### config.mk
export PLATFORM = sky130hd
export DESIGN_NAME = counter_freq_pulse_measure
export DESIGN_NICKNAME = d
export VERILOG_FILES = /design/src/cnt_meas_pkg.sv /design/src/cnt_result_mem.sv /design/src/counter_freq_pulse_measure.sv
export VERILOG_INCLUDE_DIRS = /design/src
export SDC_FILE = /design/constraint.sdc
export NUM_CORES = 2
export LEC_CHECK = 0
export BUFFER_PORTS_ARGS = -buffer_cell sky130_fd_sc_hd__buf_2
export CAP_MARGIN = 5
export CORE_MARGIN = 4
export CORE_UTILIZATION = 30
export CTS_BUF_LIST = sky130_fd_sc_hd__clkbuf_8
export DETAILED_ROUTE_END_ITERATION = 10
export GPL_TIMING_DRIVEN = 0
export PLACE_DENSITY_LB_ADDON = 0.12
export SKIP_LAST_GASP = 1
export SYNTH_ARGS = -nofsm -noshare
export SYNTH_HDL_FRONTEND = slang
export SYNTH_SLANG_ARGS = --single-unit
### constraint.sdc
create_clock -name i_clk -period 16.6 [get_ports i_clk]
set_input_delay 2.49 -clock i_clk [delete_from_list [all_inputs] [get_ports i_clk]]
set_output_delay 2.49 -clock i_clk [all_outputs]
set_load 0.01 [all_outputs]
### src/cnt_meas_regs.svh
// register offsets, field positions, reset values and sizes of the measurement counter pair
`ifndef CNT_MEAS_REGS_SVH
`define CNT_MEAS_REGS_SVH

`define ADDR_W        8
`define DATA_W        32
`define CNT_W         32
`define TERM_N        8
`define TERM_SEL_W    3

`define OFF_CTRL      8'h00
`define OFF_CONFIG    8'h04
`define OFF_DIVIDE    8'h08
`define OFF_GATE      8'h0c
`define OFF_STATUS    8'h10
`define OFF_RESULT_A  8'h14
`define OFF_RESULT_B  8'h18

`define CTRL_START    0
`define CTRL_STOP     1

`define STAT_BUSY     0
`define STAT_VALID    1
`define STAT_OVF      2
`define STAT_LOST     3
`define STAT_EMPTY    4

`define CFG_W         28
`define CFG_RESET     28'h0000000
`define DIV_RESET     32'h00000001
`define CLK_MHZ       10
`define GATE_RESET_US 1000
`define GATE_RESET    (32'(`GATE_RESET_US * `CLK_MHZ))

`define TB_INTERNAL   4'h0
`define CNT_ZERO      32'h00000000
`define CNT_ONE       32'h00000001
`define CNT_MAX       32'hffffffff

`define FIFO_AW       4
`define RES_W         64

`endif

### src/cnt_meas_pkg.sv
// types shared by the measurement counter pair and its result memory
package cnt_meas_pkg;

  typedef enum logic [1:0] {
    KIND_FREQ   = 2'b00,
    KIND_PERIOD = 2'b01,
    KIND_WIDTH  = 2'b10
  } meas_kind_t;

  typedef enum logic [1:0] {
    METH_LOW_ONE     = 2'b00,
    METH_LARGE_RANGE = 2'b01,
    METH_HIGH_FREQ   = 2'b10
  } freq_method_t;

  typedef enum logic [1:0] {
    TIME_ON_DEMAND = 2'b00,
    TIME_IMPLICIT  = 2'b01,
    TIME_SAMPLE    = 2'b10
  } timing_t;

  typedef enum logic [2:0] {
    ST_IDLE = 3'b000,
    ST_ARM  = 3'b001,
    ST_SYNC = 3'b010,
    ST_MEAS = 3'b011,
    ST_HOLD = 3'b100
  } state_t;

  typedef struct packed {
    logic [2:0]   sample_clock_select;
    logic         arm_trigger_polarity;
    logic [2:0]   arm_trigger_source;
    logic         arm_trigger_type;
    logic         width_start_edge;
    logic [3:0]   timebase_source_select;
    logic [2:0]   width_input_select;
    logic [2:0]   period_input_select;
    logic [2:0]   freq_input_select;
    timing_t      timing;
    freq_method_t freq_method_select;
    meas_kind_t   kind;
  } config_t;

  typedef struct packed {
    logic [31:0] divided_period_count;
    logic [31:0] timebase_cycle_count;
  } result_t;

  typedef struct packed {
    logic [7:0]  addr;
    logic [31:0] wdata;
    logic        wr;
    logic        rd;
  } bus_req_t;

endpackage

### src/cnt_result_mem.sv
// result buffer storage: one write port, registered read port
`include "cnt_meas_regs.svh"

module cnt_result_mem (
  // clock and reset
  input  wire logic                  i_clk,
  input  wire logic                  i_rst,
  // write side
  input  wire logic                  i_wr_en,
  input  wire logic [`FIFO_AW-1:0]   i_wr_addr,
  input  wire cnt_meas_pkg::result_t i_wr_data,
  // read side
  input  wire logic [`FIFO_AW-1:0]   i_rd_addr,
  output cnt_meas_pkg::result_t      o_rd_data
);
  import cnt_meas_pkg::*;

  result_t mem [0:(1<<`FIFO_AW)-1];

  always_ff @(posedge i_clk) begin
    if (i_wr_en) begin
      mem[i_wr_addr] <= i_wr_data;
    end
  end

  // a word written at this edge is not seen until the next one
  always_ff @(posedge i_clk or posedge i_rst) begin
    if (i_rst) begin
      o_rd_data <= result_t'(`RES_W'h0);
    end else begin
      o_rd_data <= mem[i_rd_addr];
    end
  end

endmodule

### src/counter_freq_pulse_measure.sv
// counter pair for frequency, period and pulse-width measurement
//
// Behaviour
// one counter times first full input period
// default timebase is the onboard clock
// first counter gates over programmed whole periods
// partner counts timebase across divided pulse
// large range returns both counts
// period divide factor is software set
// only fixed even-odd counter pairs used
// one counter makes timed gate for other
// receiver counts input periods during gate
// gate time is software set
// period uses frequency hardware, reciprocal result
// width counts timebase while input active
// armed mid-pulse waits for next pulse
// selectable starting edge, rising by default
// on-demand: measure, hold, resume after read
// implicit: every result appended to buffer
// sample clock stores latest complete result
// start by software or arm edge trigger
// arm trigger mid-pulse measures next pulse
// input and timebase selectable from terminals
// flag counter overflow and lost results
`include "cnt_meas_regs.svh"

module counter_freq_pulse_measure (
  // clock and reset
  input  wire logic                   i_clk,
  input  wire logic                   i_rst,
  // register port
  input  wire cnt_meas_pkg::bus_req_t i_bus,
  output logic [`DATA_W-1:0]          o_rd_data,
  // programmable input terminals
  input  wire logic [`TERM_N-1:0]     i_terminals,
  // observation
  output logic                        o_gate,
  output logic                        o_busy
);
  import cnt_meas_pkg::*;

  logic [`TERM_N-1:0]  term_meta_reg;
  logic [`TERM_N-1:0]  term_sync_reg;
  logic [`TERM_N-1:0]  term_prev_reg;
  config_t             cfg_reg;
  logic [`CNT_W-1:0]   divide_reg;
  logic [`CNT_W-1:0]   gate_time_reg;
  state_t              state_reg;
  state_t              state_next;
  logic [`CNT_W-1:0]   tb_cnt_reg;
  logic [`CNT_W-1:0]   tb_cnt_next;
  logic [`CNT_W-1:0]   per_cnt_reg;
  logic [`CNT_W-1:0]   per_cnt_next;
  result_t             res_reg;
  result_t             res_next;
  logic                have_res_reg;
  logic                ovf_reg;
  logic                lost_reg;
  logic                gate_reg;
  logic [`FIFO_AW:0]   wr_ptr_reg;
  logic [`FIFO_AW:0]   rd_ptr_reg;
  logic [`FIFO_AW:0]   rd_ptr_next;
  logic                stale_reg;
  result_t             head_data;
  logic                done;
  logic                ovf_set;
  logic [`CNT_W-1:0]   tb_inc;
  logic [`DATA_W-1:0]  rd_mux;

  // bus decode
  wire wr_ctrl   = i_bus.wr && (i_bus.addr == `OFF_CTRL);
  wire wr_config = i_bus.wr && (i_bus.addr == `OFF_CONFIG);
  wire wr_divide = i_bus.wr && (i_bus.addr == `OFF_DIVIDE);
  wire wr_gate   = i_bus.wr && (i_bus.addr == `OFF_GATE);
  wire wr_status = i_bus.wr && (i_bus.addr == `OFF_STATUS);
  wire rd_res_a  = i_bus.rd && (i_bus.addr == `OFF_RESULT_A);
  wire start_cmd = wr_ctrl && i_bus.wdata[`CTRL_START];
  wire stop_cmd  = wr_ctrl && i_bus.wdata[`CTRL_STOP];
  wire clr_ovf   = wr_status && i_bus.wdata[`STAT_OVF];
  wire clr_lost  = wr_status && i_bus.wdata[`STAT_LOST];

  // mode decode
  wire width_mode = (cfg_reg.kind == KIND_WIDTH);
  wire large_mode = !width_mode && (cfg_reg.freq_method_select == METH_LARGE_RANGE);
  wire high_mode  = !width_mode && (cfg_reg.freq_method_select == METH_HIGH_FREQ);
  wire on_demand  = (cfg_reg.timing == TIME_ON_DEMAND);
  wire buffered   = !on_demand;

  // signal-to-measure routing; period and frequency share one path
  wire [`TERM_SEL_W-1:0] in_idx =
    width_mode ? cfg_reg.width_input_select :
    (cfg_reg.kind == KIND_PERIOD) ? cfg_reg.period_input_select :
    cfg_reg.freq_input_select;
  wire in_invert = width_mode && cfg_reg.width_start_edge;
  wire act_now   = term_sync_reg[in_idx] ^ in_invert;
  wire act_prev  = term_prev_reg[in_idx] ^ in_invert;
  // only transitions start anything, so a pulse already in progress is skipped
  wire act_rise  = act_now && !act_prev;
  wire act_fall  = !act_now && act_prev;

  // timebase: system clock stands in for the onboard timebase, or a terminal edge
  wire                  tb_internal = (cfg_reg.timebase_source_select == `TB_INTERNAL);
  wire [`TERM_SEL_W-1:0] tb_idx     = `TERM_SEL_W'(cfg_reg.timebase_source_select - 4'h1);
  wire tb_tick = tb_internal || (term_sync_reg[tb_idx] && !term_prev_reg[tb_idx]);
  wire [`CNT_W-1:0] tb_tick_w = {{(`CNT_W-1){1'b0}}, tb_tick};

  // arm start trigger edge, polarity high selects the falling edge
  wire arm_now  = term_sync_reg[cfg_reg.arm_trigger_source] ^ cfg_reg.arm_trigger_polarity;
  wire arm_prev = term_prev_reg[cfg_reg.arm_trigger_source] ^ cfg_reg.arm_trigger_polarity;
  wire arm_hit  = arm_now && !arm_prev;

  // sample clock, rising edge active
  wire samp_hit = term_sync_reg[cfg_reg.sample_clock_select] &&
                  !term_prev_reg[cfg_reg.sample_clock_select];

  // a divide or gate of zero is taken as one, so a measurement spans at least one period or tick
  wire [`CNT_W-1:0] div_eff  = (divide_reg == `CNT_ZERO) ? `CNT_ONE : divide_reg;
  wire [`CNT_W-1:0] gate_eff = (gate_time_reg == `CNT_ZERO) ? `CNT_ONE : gate_time_reg;

  // the high-frequency gate starts at once, the other methods on an input edge
  wire state_t first_state = high_mode ? ST_MEAS : ST_SYNC;

  // result buffer state
  wire fifo_empty = (wr_ptr_reg == rd_ptr_reg);
  wire fifo_full  = (wr_ptr_reg[`FIFO_AW] != rd_ptr_reg[`FIFO_AW]) &&
                    (wr_ptr_reg[`FIFO_AW-1:0] == rd_ptr_reg[`FIFO_AW-1:0]);
  wire head_ok    = !fifo_empty && !stale_reg;
  // implicit pushes every result, the sample clock only once a result exists
  wire push_req   = (cfg_reg.timing == TIME_IMPLICIT) ? done :
                    ((cfg_reg.timing == TIME_SAMPLE) && samp_hit && have_res_reg && (state_reg != ST_IDLE));
  wire push_ok    = push_req && !fifo_full;
  wire lost_set   = push_req && fifo_full;
  wire pop        = rd_res_a && buffered && head_ok;
  wire result_t push_data = (cfg_reg.timing == TIME_SAMPLE) ? res_reg : res_next;

  assign rd_ptr_next = start_cmd ? {(`FIFO_AW+1){1'b0}} :
                       (rd_ptr_reg + {{`FIFO_AW{1'b0}}, pop});

  // two flip-flops on every terminal before any logic looks at it
  always_ff @(posedge i_clk or posedge i_rst) begin
    if (i_rst) begin
      term_meta_reg <= {`TERM_N{1'b0}};
      term_sync_reg <= {`TERM_N{1'b0}};
      term_prev_reg <= {`TERM_N{1'b0}};
    end else begin
      term_meta_reg <= i_terminals;
      term_sync_reg <= term_meta_reg;
      term_prev_reg <= term_sync_reg;
    end
  end

  // software settings
  always_ff @(posedge i_clk or posedge i_rst) begin
    if (i_rst) begin
      cfg_reg       <= config_t'(`CFG_RESET);
      divide_reg    <= `DIV_RESET;
      gate_time_reg <= `GATE_RESET;
    end else begin
      if (wr_config) begin
        cfg_reg <= config_t'(i_bus.wdata[`CFG_W-1:0]);
      end
      if (wr_divide) begin
        divide_reg <= i_bus.wdata;
      end
      if (wr_gate) begin
        gate_time_reg <= i_bus.wdata;
      end
    end
  end

  // measurement sequence
  always_comb begin
    state_next   = state_reg;
    tb_cnt_next  = `CNT_ZERO;
    per_cnt_next = `CNT_ZERO;
    res_next     = res_reg;
    done         = 1'b0;
    ovf_set      = 1'b0;
    // saturate rather than wrap so a long pulse cannot alias to a short one
    if (tb_tick && (tb_cnt_reg == `CNT_MAX)) begin
      tb_inc  = tb_cnt_reg;
      ovf_set = (state_reg == ST_MEAS);
    end else begin
      tb_inc = tb_cnt_reg + tb_tick_w;
    end
    case (state_reg)
      ST_IDLE: begin
        if (start_cmd) begin
          state_next = cfg_reg.arm_trigger_type ? ST_ARM : first_state;
        end
      end
      ST_ARM: begin
        if (arm_hit) begin
          state_next = first_state;
        end
      end
      ST_SYNC: begin
        if (act_rise) begin
          state_next  = ST_MEAS;
          tb_cnt_next = tb_tick_w;
        end
      end
      ST_MEAS: begin
        tb_cnt_next  = tb_inc;
        per_cnt_next = per_cnt_reg;
        if (width_mode) begin
          if (act_fall) begin
            done     = 1'b1;
            res_next = '{divided_period_count: `CNT_ZERO,
                         timebase_cycle_count: tb_cnt_reg};
          end
        end else if (high_mode) begin
          per_cnt_next = per_cnt_reg + {{(`CNT_W-1){1'b0}}, act_rise};
          if (tb_inc >= gate_eff) begin
            done     = 1'b1;
            res_next = '{divided_period_count: per_cnt_next,
                         timebase_cycle_count: tb_inc};
          end
        end else if (act_rise) begin
          per_cnt_next = per_cnt_reg + `CNT_ONE;
          if (!large_mode || (per_cnt_next >= div_eff)) begin
            done     = 1'b1;
            res_next = '{divided_period_count: per_cnt_next,
                         timebase_cycle_count: tb_cnt_reg};
          end
        end
        if (done) begin
          per_cnt_next = `CNT_ZERO;
          if (on_demand) begin
            state_next  = ST_HOLD;
            tb_cnt_next = `CNT_ZERO;
          end else if (width_mode) begin
            state_next  = ST_SYNC;
            tb_cnt_next = `CNT_ZERO;
          end else if (high_mode) begin
            state_next  = ST_MEAS;
            tb_cnt_next = `CNT_ZERO;
          end else begin
            // the closing edge opens the next period
            state_next  = ST_MEAS;
            tb_cnt_next = tb_tick_w;
          end
        end
      end
      ST_HOLD: begin
        if (rd_res_a) begin
          state_next = first_state;
        end
      end
      default: begin
        state_next = ST_IDLE;
      end
    endcase
    if (stop_cmd) begin
      state_next = ST_IDLE;
    end
  end

  always_ff @(posedge i_clk or posedge i_rst) begin
    if (i_rst) begin
      state_reg   <= ST_IDLE;
      tb_cnt_reg  <= `CNT_ZERO;
      per_cnt_reg <= `CNT_ZERO;
      res_reg     <= result_t'(`RES_W'h0);
      gate_reg    <= 1'b0;
    end else begin
      state_reg   <= state_next;
      tb_cnt_reg  <= tb_cnt_next;
      per_cnt_reg <= per_cnt_next;
      res_reg     <= start_cmd ? result_t'(`RES_W'h0) : res_next;
      // gate of one counter of the fixed pair drives the other
      gate_reg    <= (state_next == ST_MEAS) && (large_mode || high_mode);
    end
  end

  // flags: a hardware set in the same cycle as a software clear wins
  always_ff @(posedge i_clk or posedge i_rst) begin
    if (i_rst) begin
      have_res_reg <= 1'b0;
      ovf_reg      <= 1'b0;
      lost_reg     <= 1'b0;
    end else begin
      have_res_reg <= done || (have_res_reg && !start_cmd);
      ovf_reg      <= ovf_set || (ovf_reg && !clr_ovf);
      lost_reg     <= lost_set || (lost_reg && !clr_lost);
    end
  end

  // buffer pointers; a word pushed into the slot being read is stale for one cycle
  always_ff @(posedge i_clk or posedge i_rst) begin
    if (i_rst) begin
      wr_ptr_reg <= {(`FIFO_AW+1){1'b0}};
      rd_ptr_reg <= {(`FIFO_AW+1){1'b0}};
      stale_reg  <= 1'b0;
    end else begin
      if (start_cmd) begin
        wr_ptr_reg <= {(`FIFO_AW+1){1'b0}};
      end else if (push_ok) begin
        wr_ptr_reg <= wr_ptr_reg + {{`FIFO_AW{1'b0}}, 1'b1};
      end
      rd_ptr_reg <= rd_ptr_next;
      stale_reg  <= push_ok && !start_cmd &&
                    (wr_ptr_reg[`FIFO_AW-1:0] == rd_ptr_next[`FIFO_AW-1:0]);
    end
  end

  cnt_result_mem u_mem (
    .i_clk     (i_clk),
    .i_rst     (i_rst),
    .i_wr_en   (push_ok && !start_cmd),
    .i_wr_addr (wr_ptr_reg[`FIFO_AW-1:0]),
    .i_wr_data (push_data),
    .i_rd_addr (rd_ptr_next[`FIFO_AW-1:0]),
    .o_rd_data (head_data)
  );

  // read side: held result on demand, buffer head otherwise
  wire result_t out_res  = on_demand ? res_reg : head_data;
  wire          out_ok   = on_demand ? (state_reg == ST_HOLD) : head_ok;
  wire [`DATA_W-1:0] status_word = {{(`DATA_W-5){1'b0}}, fifo_empty, lost_reg, ovf_reg,
                                    out_ok, (state_reg != ST_IDLE)};

  always_comb begin
    rd_mux = {`DATA_W{1'b0}};
    case (i_bus.addr)
      `OFF_CONFIG:   rd_mux = {{(`DATA_W-`CFG_W){1'b0}}, cfg_reg};
      `OFF_DIVIDE:   rd_mux = divide_reg;
      `OFF_GATE:     rd_mux = gate_time_reg;
      `OFF_STATUS:   rd_mux = status_word;
      `OFF_RESULT_A: rd_mux = out_ok ? out_res.timebase_cycle_count : `CNT_ZERO;
      `OFF_RESULT_B: rd_mux = out_ok ? out_res.divided_period_count : `CNT_ZERO;
      default:       rd_mux = {`DATA_W{1'b0}};
    endcase
  end

  // read data stand only in the cycle after the strobe
  always_ff @(posedge i_clk or posedge i_rst) begin
    if (i_rst) begin
      o_rd_data <= {`DATA_W{1'b0}};
    end else begin
      o_rd_data <= i_bus.rd ? rd_mux : {`DATA_W{1'b0}};
    end
  end

  assign o_gate = gate_reg;
  assign o_busy = (state_reg != ST_IDLE);

endmodule

---- Word level (Yosys, flattened, before mapping) ----
Memories as Yosys holds them, arrays and structs flattened. A register that Yosys moved wholly into a read port is not among the register bits.
Cells that the tools add are included.
cells by class
  add/subtract/negate cells ............... 6
  magnitude comparators ................... 6
  equality and inequality tests ........... 24
  multiplexer cells ....................... 73
  bitwise gates (word level) .............. 4
  reductions and logical operators ........ 63
operators with widths
  cell                                                                  number
  64-bit 2-to-1 mux                                                     10
  32-bit 2-to-1 mux                                                     12
  32-bit one-hot mux with 6 select lines                                1
  32-bit by 1-bit adder with 32-bit output                              2
  32-bit >= comparator                                                  2
  32-bit logical NOT                                                    2
  32-bit one-hot mux with 2 select lines                                1
  1-bit logical AND                                                     34
  32-bit by 1-bit adder with 32-bit output, second input constant       1
  32-bit == test, second input constant                                 1
  1-bit 2-to-1 mux                                                      27
  3-bit 2-to-1 mux                                                      9
  1-bit binary-select mux with 3-bit select                             8
  8-bit by 5-bit == test with 1-bit output, second input constant       3
  8-bit by 4-bit == test with 1-bit output, second input constant       2
  3-bit by 4-bit < comparator with 1-bit output, second input constant  4
  5-bit 2-to-1 mux                                                      3
  3-bit one-hot mux with 5 select lines                                 1
  1-bit logical NOT                                                     14
  3-bit by 2-bit == test with 1-bit output, second input constant       3
  4-bit == test                                                         2
  8-bit by 3-bit == test with 1-bit output, second input constant       1
  8-bit logical NOT                                                     1
  2-bit by 1-bit == test with 1-bit output, second input constant       3
  19 further kinds                                                      29
word-level totals
  bits in registers ....................... 294
  bits in writable memories ............... 1024
  input bits .............................. 52
  output and inout port bits .............. 34
  word-level logic and storage cells ...... 207
  memories ................................ 1
memories
  name       depth  bits a word  rd ports  clocked after memory_dff  wr ports  line                  text
  u_mem.mem  16     64           1         1                         1         cnt_result_mem.sv:18  result_t mem [0:(1<<`FIFO_AW)-1];

---- Logic depth before layout (Yosys ltp) ----
  depth after elaboration ................. 19
  gate-level depth with buffers ........... 27
  gate-level depth less buffers ........... 23

---- Cells and area by module ----
Synthesis repeated with hierarchy kept, for this count alone.
second synthesis, totals
  cell total of the unflattened synthesis .. 3895
  area total of the unflattened synthesis .. 59269.3 um^2
modules (own cells, without submodules)
  module                      instances  cells an instance  area each (um^2)  seq. area each (um^2)
  cnt_result_mem              1          1648               39905.8           32351.0
  counter_freq_pulse_measure  1          2247               19363.6           7364.6

---- Worst setup path after synthesis ----
OpenSTA, ideal clock, no wires.
  path type ............................... reg2reg
  from .................................... register cfg_reg[15] in the netlist's numbering
  to ...................................... memory u_mem.mem[12][0] in the netlist's numbering, enable pin
  setup time .............................. 0.487 ns
  arrival time ............................ 7.760 ns
  required time ........................... 16.113 ns
  slack ................................... 8.353 ns
  cell stages (with the launch flop) ...... 26
  buffers on the path ..................... 3
  period minus slack after synthesis ...... 8.247 ns
  path through ............................ dfrtp_1 > clkbuf_1 > inv_1 > ha_1 > and2_1 > o221a_2 > o21a_1 > nor2_1 > ha_1 > ha_1 > nand3_1 > or4b_1 > clkbuf_1 > nor3_1 > xnor2_1 > ha_1 > nand4_1 > nor4_1 > o31ai_1 > a31oi_1 > o21ai_1 > and3_1 > a211oi_2 > buf_4 > nand3_2 > nor2_1
between the ends
  word-level cells in the longest chain between the ends .. 19
  elaborated cells between the ends (all ways) .. 23
  classes of those cells .................. add/sub (2); order compare (1); mux (13); reduce/logical (7)
RTL lines
  what                                                                                  line                                                                  text
  start, declared                                                                       counter_freq_pulse_measure.sv:45                                      config_t cfg_reg;
  start signal, assigned                                                                counter_freq_pulse_measure.sv:155                                     cfg_reg <= config_t'(`CFG_RESET);
  start signal, assigned                                                                counter_freq_pulse_measure.sv:160                                     cfg_reg <= config_t'(i_bus.wdata[`CFG_W-1:0]);
  3-bit by 1-bit subtractor with 3-bit output                                           counter_freq_pulse_measure.sv:103                                     wire [`TERM_SEL_W-1:0] tb_idx = `TERM_SEL_W'(cfg_reg.timebase_source_select - 4'h1);
  1-bit binary-select mux with 3-bit select                                             counter_freq_pulse_measure.sv:104                                     wire tb_tick = tb_internal || (term_sync_reg[tb_idx] && !term_prev_reg[tb_idx]);
  1-bit 2-to-1 mux (not written as such)                                                counter_freq_pulse_measure.sv:104
  1-bit logical NOT                                                                     counter_freq_pulse_measure.sv:104
  1-bit logical AND                                                                     counter_freq_pulse_measure.sv:104
  1-bit logical OR (*)                                                                  counter_freq_pulse_measure.sv:104
  32-bit by 1-bit adder with 32-bit output / 1-bit logical AND (equally long branches)  counter_freq_pulse_measure.sv:184, counter_freq_pulse_measure.sv:180
  32-bit 2-to-1 mux (*)                                                                 counter_freq_pulse_measure.sv:180                                     if (tb_tick && (tb_cnt_reg == `CNT_MAX)) begin
  [... 2 more ...]                                                                      -
  1-bit 2-to-1 mux (*)                                                                  counter_freq_pulse_measure.sv:212                                     end else if (high_mode) begin
  1-bit 2-to-1 mux (*)                                                                  counter_freq_pulse_measure.sv:206                                     if (width_mode) begin
  1-bit 2-to-1 mux (*) (2 in series)                                                    counter_freq_pulse_measure.sv:186                                     case (state_reg)
  1-bit 2-to-1 mux (*)                                                                  counter_freq_pulse_measure.sv:129                                     wire push_req = (cfg_reg.timing == TIME_IMPLICIT) ? done :
  1-bit logical AND (*)                                                                 counter_freq_pulse_measure.sv:131                                     wire push_ok = push_req && !fifo_full;
  1-bit logical AND (*)                                                                 counter_freq_pulse_measure.sv:310                                     .i_wr_en (push_ok && !start_cmd),
  1-bit 2-to-1 mux (*)                                                                  cnt_result_mem.sv:21                                                  if (i_wr_en) begin
  1-bit 2-to-1 mux (not written as such) (*)                                            cnt_result_mem.sv:22                                                  mem[i_wr_addr] <= i_wr_data;
  end, declared                                                                         cnt_result_mem.sv:18
Every way passes the cells marked *; elsewhere a longest branch is shown, timed or not. The select of a mux whose other input is x is not followed.

==> reports/qor.yml <==
crit_arrival_ps: 10710
grt_max_degree: 124
drive_gt1_frac: 0.153
syn-cell-area_mm2: 0.0614
clock_sinks: 1382
die_w_um: 460
cts_tree: "done"
pin_count: 86
holdPathStages: 0
crit_slowest_cell: "clkbuf_1"
htreeDepth: 4
synth.distinct_cells: 101
drc: 0
mostFrequentLayoutCells: "edfxtp_1 (1024), nand2_1 (467), dfrtp_1 (352), mux2i_1 (332), clkbuf_8 (264)"
clock_path_buffers: 3
dominantRegCellSynth: "edfxtp_1"
startpoint: "cfg_reg[15]"
tightest_slew_ps: 1390
insertion_delay_ps: 1020
pre_cts_ws_ps: 6790
synth.avg_cell_area_um2: 13.5
peakVddDrop_mv: 0.0833
wl_per_cell_um: 29.6
cts_made_buffers: 234
synth_fp_nets: 4689
grt_remaining_overflow: 0
place.gp.congestion: 0.932
die-area_mm2: 0.212
post_cts_buffers: 0
dr.pass1.iters: 7
hold_viol: 0
synth_top_family_by_area: "compound AO/OA/AOI/OAI gates"
end_kind: "register"
outcome: "completed"
area_growth_pct: 17.0
io_buffers: 84
synth_xor_area_frac: 0.0127
slew_viol_final: 0
hold_class: "register to register"
cpMostUsedCell: "clkbuf_1"
ant_nets: 0
synthSimpleGateAreaFrac: 0.0872
syn_inst: 4561
cap_violations: 0
nNetsFinal: 5100
synthArstFlopShare: 0.259
leakage_nw: 24.9
grt_pass1_wl_um: 325000
cts_resized: 0
worst_setup_path_start_kind: "register"
via_count: 41400
synth_mux_area_frac: 0.0989
viasPerCell: 5.26
finalCriticalPeriod_ps: 10050
synth_fa_ha_area_frac: 0.0155
setup_viol: 0
nFillCells: 19800
rows: 165
clk_pin_slew_ps: 70
reg2regPathDepth: 26
antenna_found_initial: 2
slew_headroom: 0.0696
reg2reg_from: "cfg_reg[15]"
synth_compound_area_frac: 0.113
worstSetupPathType: "register to register"
synth-edff-count: 1024
clock-root-buffer: "clkbuf_8"
r2r_setup_slack_ps: 6550
layout_commonest_cell: "edfxtp_1"
grt.total_usage: 0.216
core_mm2: 0.203
r2r_end: "u_mem.mem[13][58]"
holdWs_ps: 354
hpwl_um: 169000
yosysSeqAreaShare: 0.647
grt_pass1_vias: 41600
required_ps: 17260
finalClockSkew_ps: 65.3
fmax_ghz: 0.0995
worstPathMaxFanout: 16
slowest_delay_ps: 880
dr.first_iter.drc_count: 3737
fin_crit_sh: 0.606
largest_reg_flops: 1024
worstSetupEndpoint: "u_mem.mem[13][58]"
ys_warn_count: 0
fin_area_mm2: 0.0719
ys_ff_latch: 1382
power.density_mw_per_mm2: 118
routed_wl_um: 233000
die_h_um: 460
cts_hold_buf: 0
start_util: 0.303
dpl_cell_area_mm2: 0.0669
rsz0062_at_grt: "no"
setup_ws_ps: 6550
==> synth_stat cells (all sizes together) (7+ instances only) <==
master / instances / area (um2)
nor2b: 172 / 1080
nand3: 63 / 355
nor3: 41 / 235
o211ai: 12 / 90.1
a311oi: 68 / 596
o221ai: 25 / 219
o21a: 11 / 82.6
and4: 8 / 70.1
clkbuf: 249 / 935
a22oi: 21 / 163
or3: 13 / 81.3
nand3b: 8 / 60.1
a22o: 36 / 315
buf: 66 / 319
a222oi: 29 / 290
nor2: 181 / 689
nor3b: 7 / 52.6
edfxtp: 1024 / 30700
o2bb2ai: 14 / 123
nor4: 34 / 231
nand4: 45 / 282
a221oi: 8 / 70.1
o21ai: 130 / 666
inv: 95 / 357
xnor2: 39 / 342
mux2: 99 / 1120
o22a: 8 / 70.1
xor2: 50 / 438
ha: 76 / 951
and2: 16 / 100
a211oi: 204 / 1550
a21oi: 199 / 1020
o22ai: 65 / 407
a31oi: 79 / 494
nand2: 468 / 1760
o21bai: 7 / 52.6
o31ai: 10 / 75.1
mux2i: 336 / 3400
and3: 16 / 105
nand2b: 24 / 150
a21o: 14 / 105
dfrtp: 352 / 8810
mux4: 69 / 1550
==> worst min-delay path by stage <==
stage / start / endpoint / slack [ps]
finish: term_meta_reg[2] / term_sync_reg[2] / 350
floorplan: term_meta_reg[0] / term_sync_reg[0] / 330
global route: term_meta_reg[2] / term_sync_reg[2] / 350
CTS: term_meta_reg[2] / term_sync_reg[2] / 350
detailed placement: term_meta_reg[6] / term_sync_reg[6] / 330
global placement: term_meta_reg[0] / term_sync_reg[0] / 340
==> kinds of logic after synthesis <==
| logic type | after synthesis |
|---|---|
| XOR/XNOR | 89 |
| buffers and inverters | 410 |
| AO/OA/AOI/OAI | 990 |
| AND/OR/NAND/NOR | 1110 |
| multiplexers | 504 |
| flip-flops | 1382 |
| adder cells (fa/ha/maj) | 76 |
==> layer usage <==
metal	part of all wire	wire [um]	track usage
met5	0	0	0
met4	0.044	10300	0.0897
met3	0.047	11000	0.0308
met2	0.47	108000	0.349
met1	0.44	103000	0.291
==> critical path, delay by kind of cell, from the launching register on <==
family	cells	cell delay [ps]
AOI/OAI and AO/OA	7	2500
adders and majority gates	4	970
xor gates and xnor gates	1	540
and+or+nand+nor	8	2420
buffers and inverters	6	2860
DFF	1	370
==> power by group <==
part	internal, mW	switching, mW
logic	0.284	0.876
clock network	1.65	1.49
registers	4.06	0.0925
==> area by class of cell <==
type | instances | area [um2] | area share
clock buffers | 264 | 3630 | 0.0506
flip-flops and latches | 1382 | 39700 | 0.553
clock inverters | 182 | 1160 | 0.0162
well taps | 2672 | 3340 | 0.0465
multi-input cells | 2769 | 20300 | 0.282
diodes | 8 | 20.0 | 0.000279
inverters | 95 | 364 | 0.00507
plain buffers | 315 | 1260 | 0.0175
repair buffers | 175 | 2060 | 0.0287
==> per-stage QoR <==
| step | utilization | cells | TNS [ps] | power [mW] |
|---|---|---|---|---|
| floorplan | - | 4561 | 0 | 4.72 |
| global placement | 0.321 | 7317 | -631220 | 5.26 |
| detailed placement | 0.330 | 7399 | 0 | 5.34 |
| CTS | 0.353 | 7845 | 0 | 8.51 |
| global route | 0.354 | 7856 | 0 | 8.77 |
| finish | 0.354 | 7862 | 0 | 8.45 |
No activity file was read; power rests on OpenSTA's default activity.
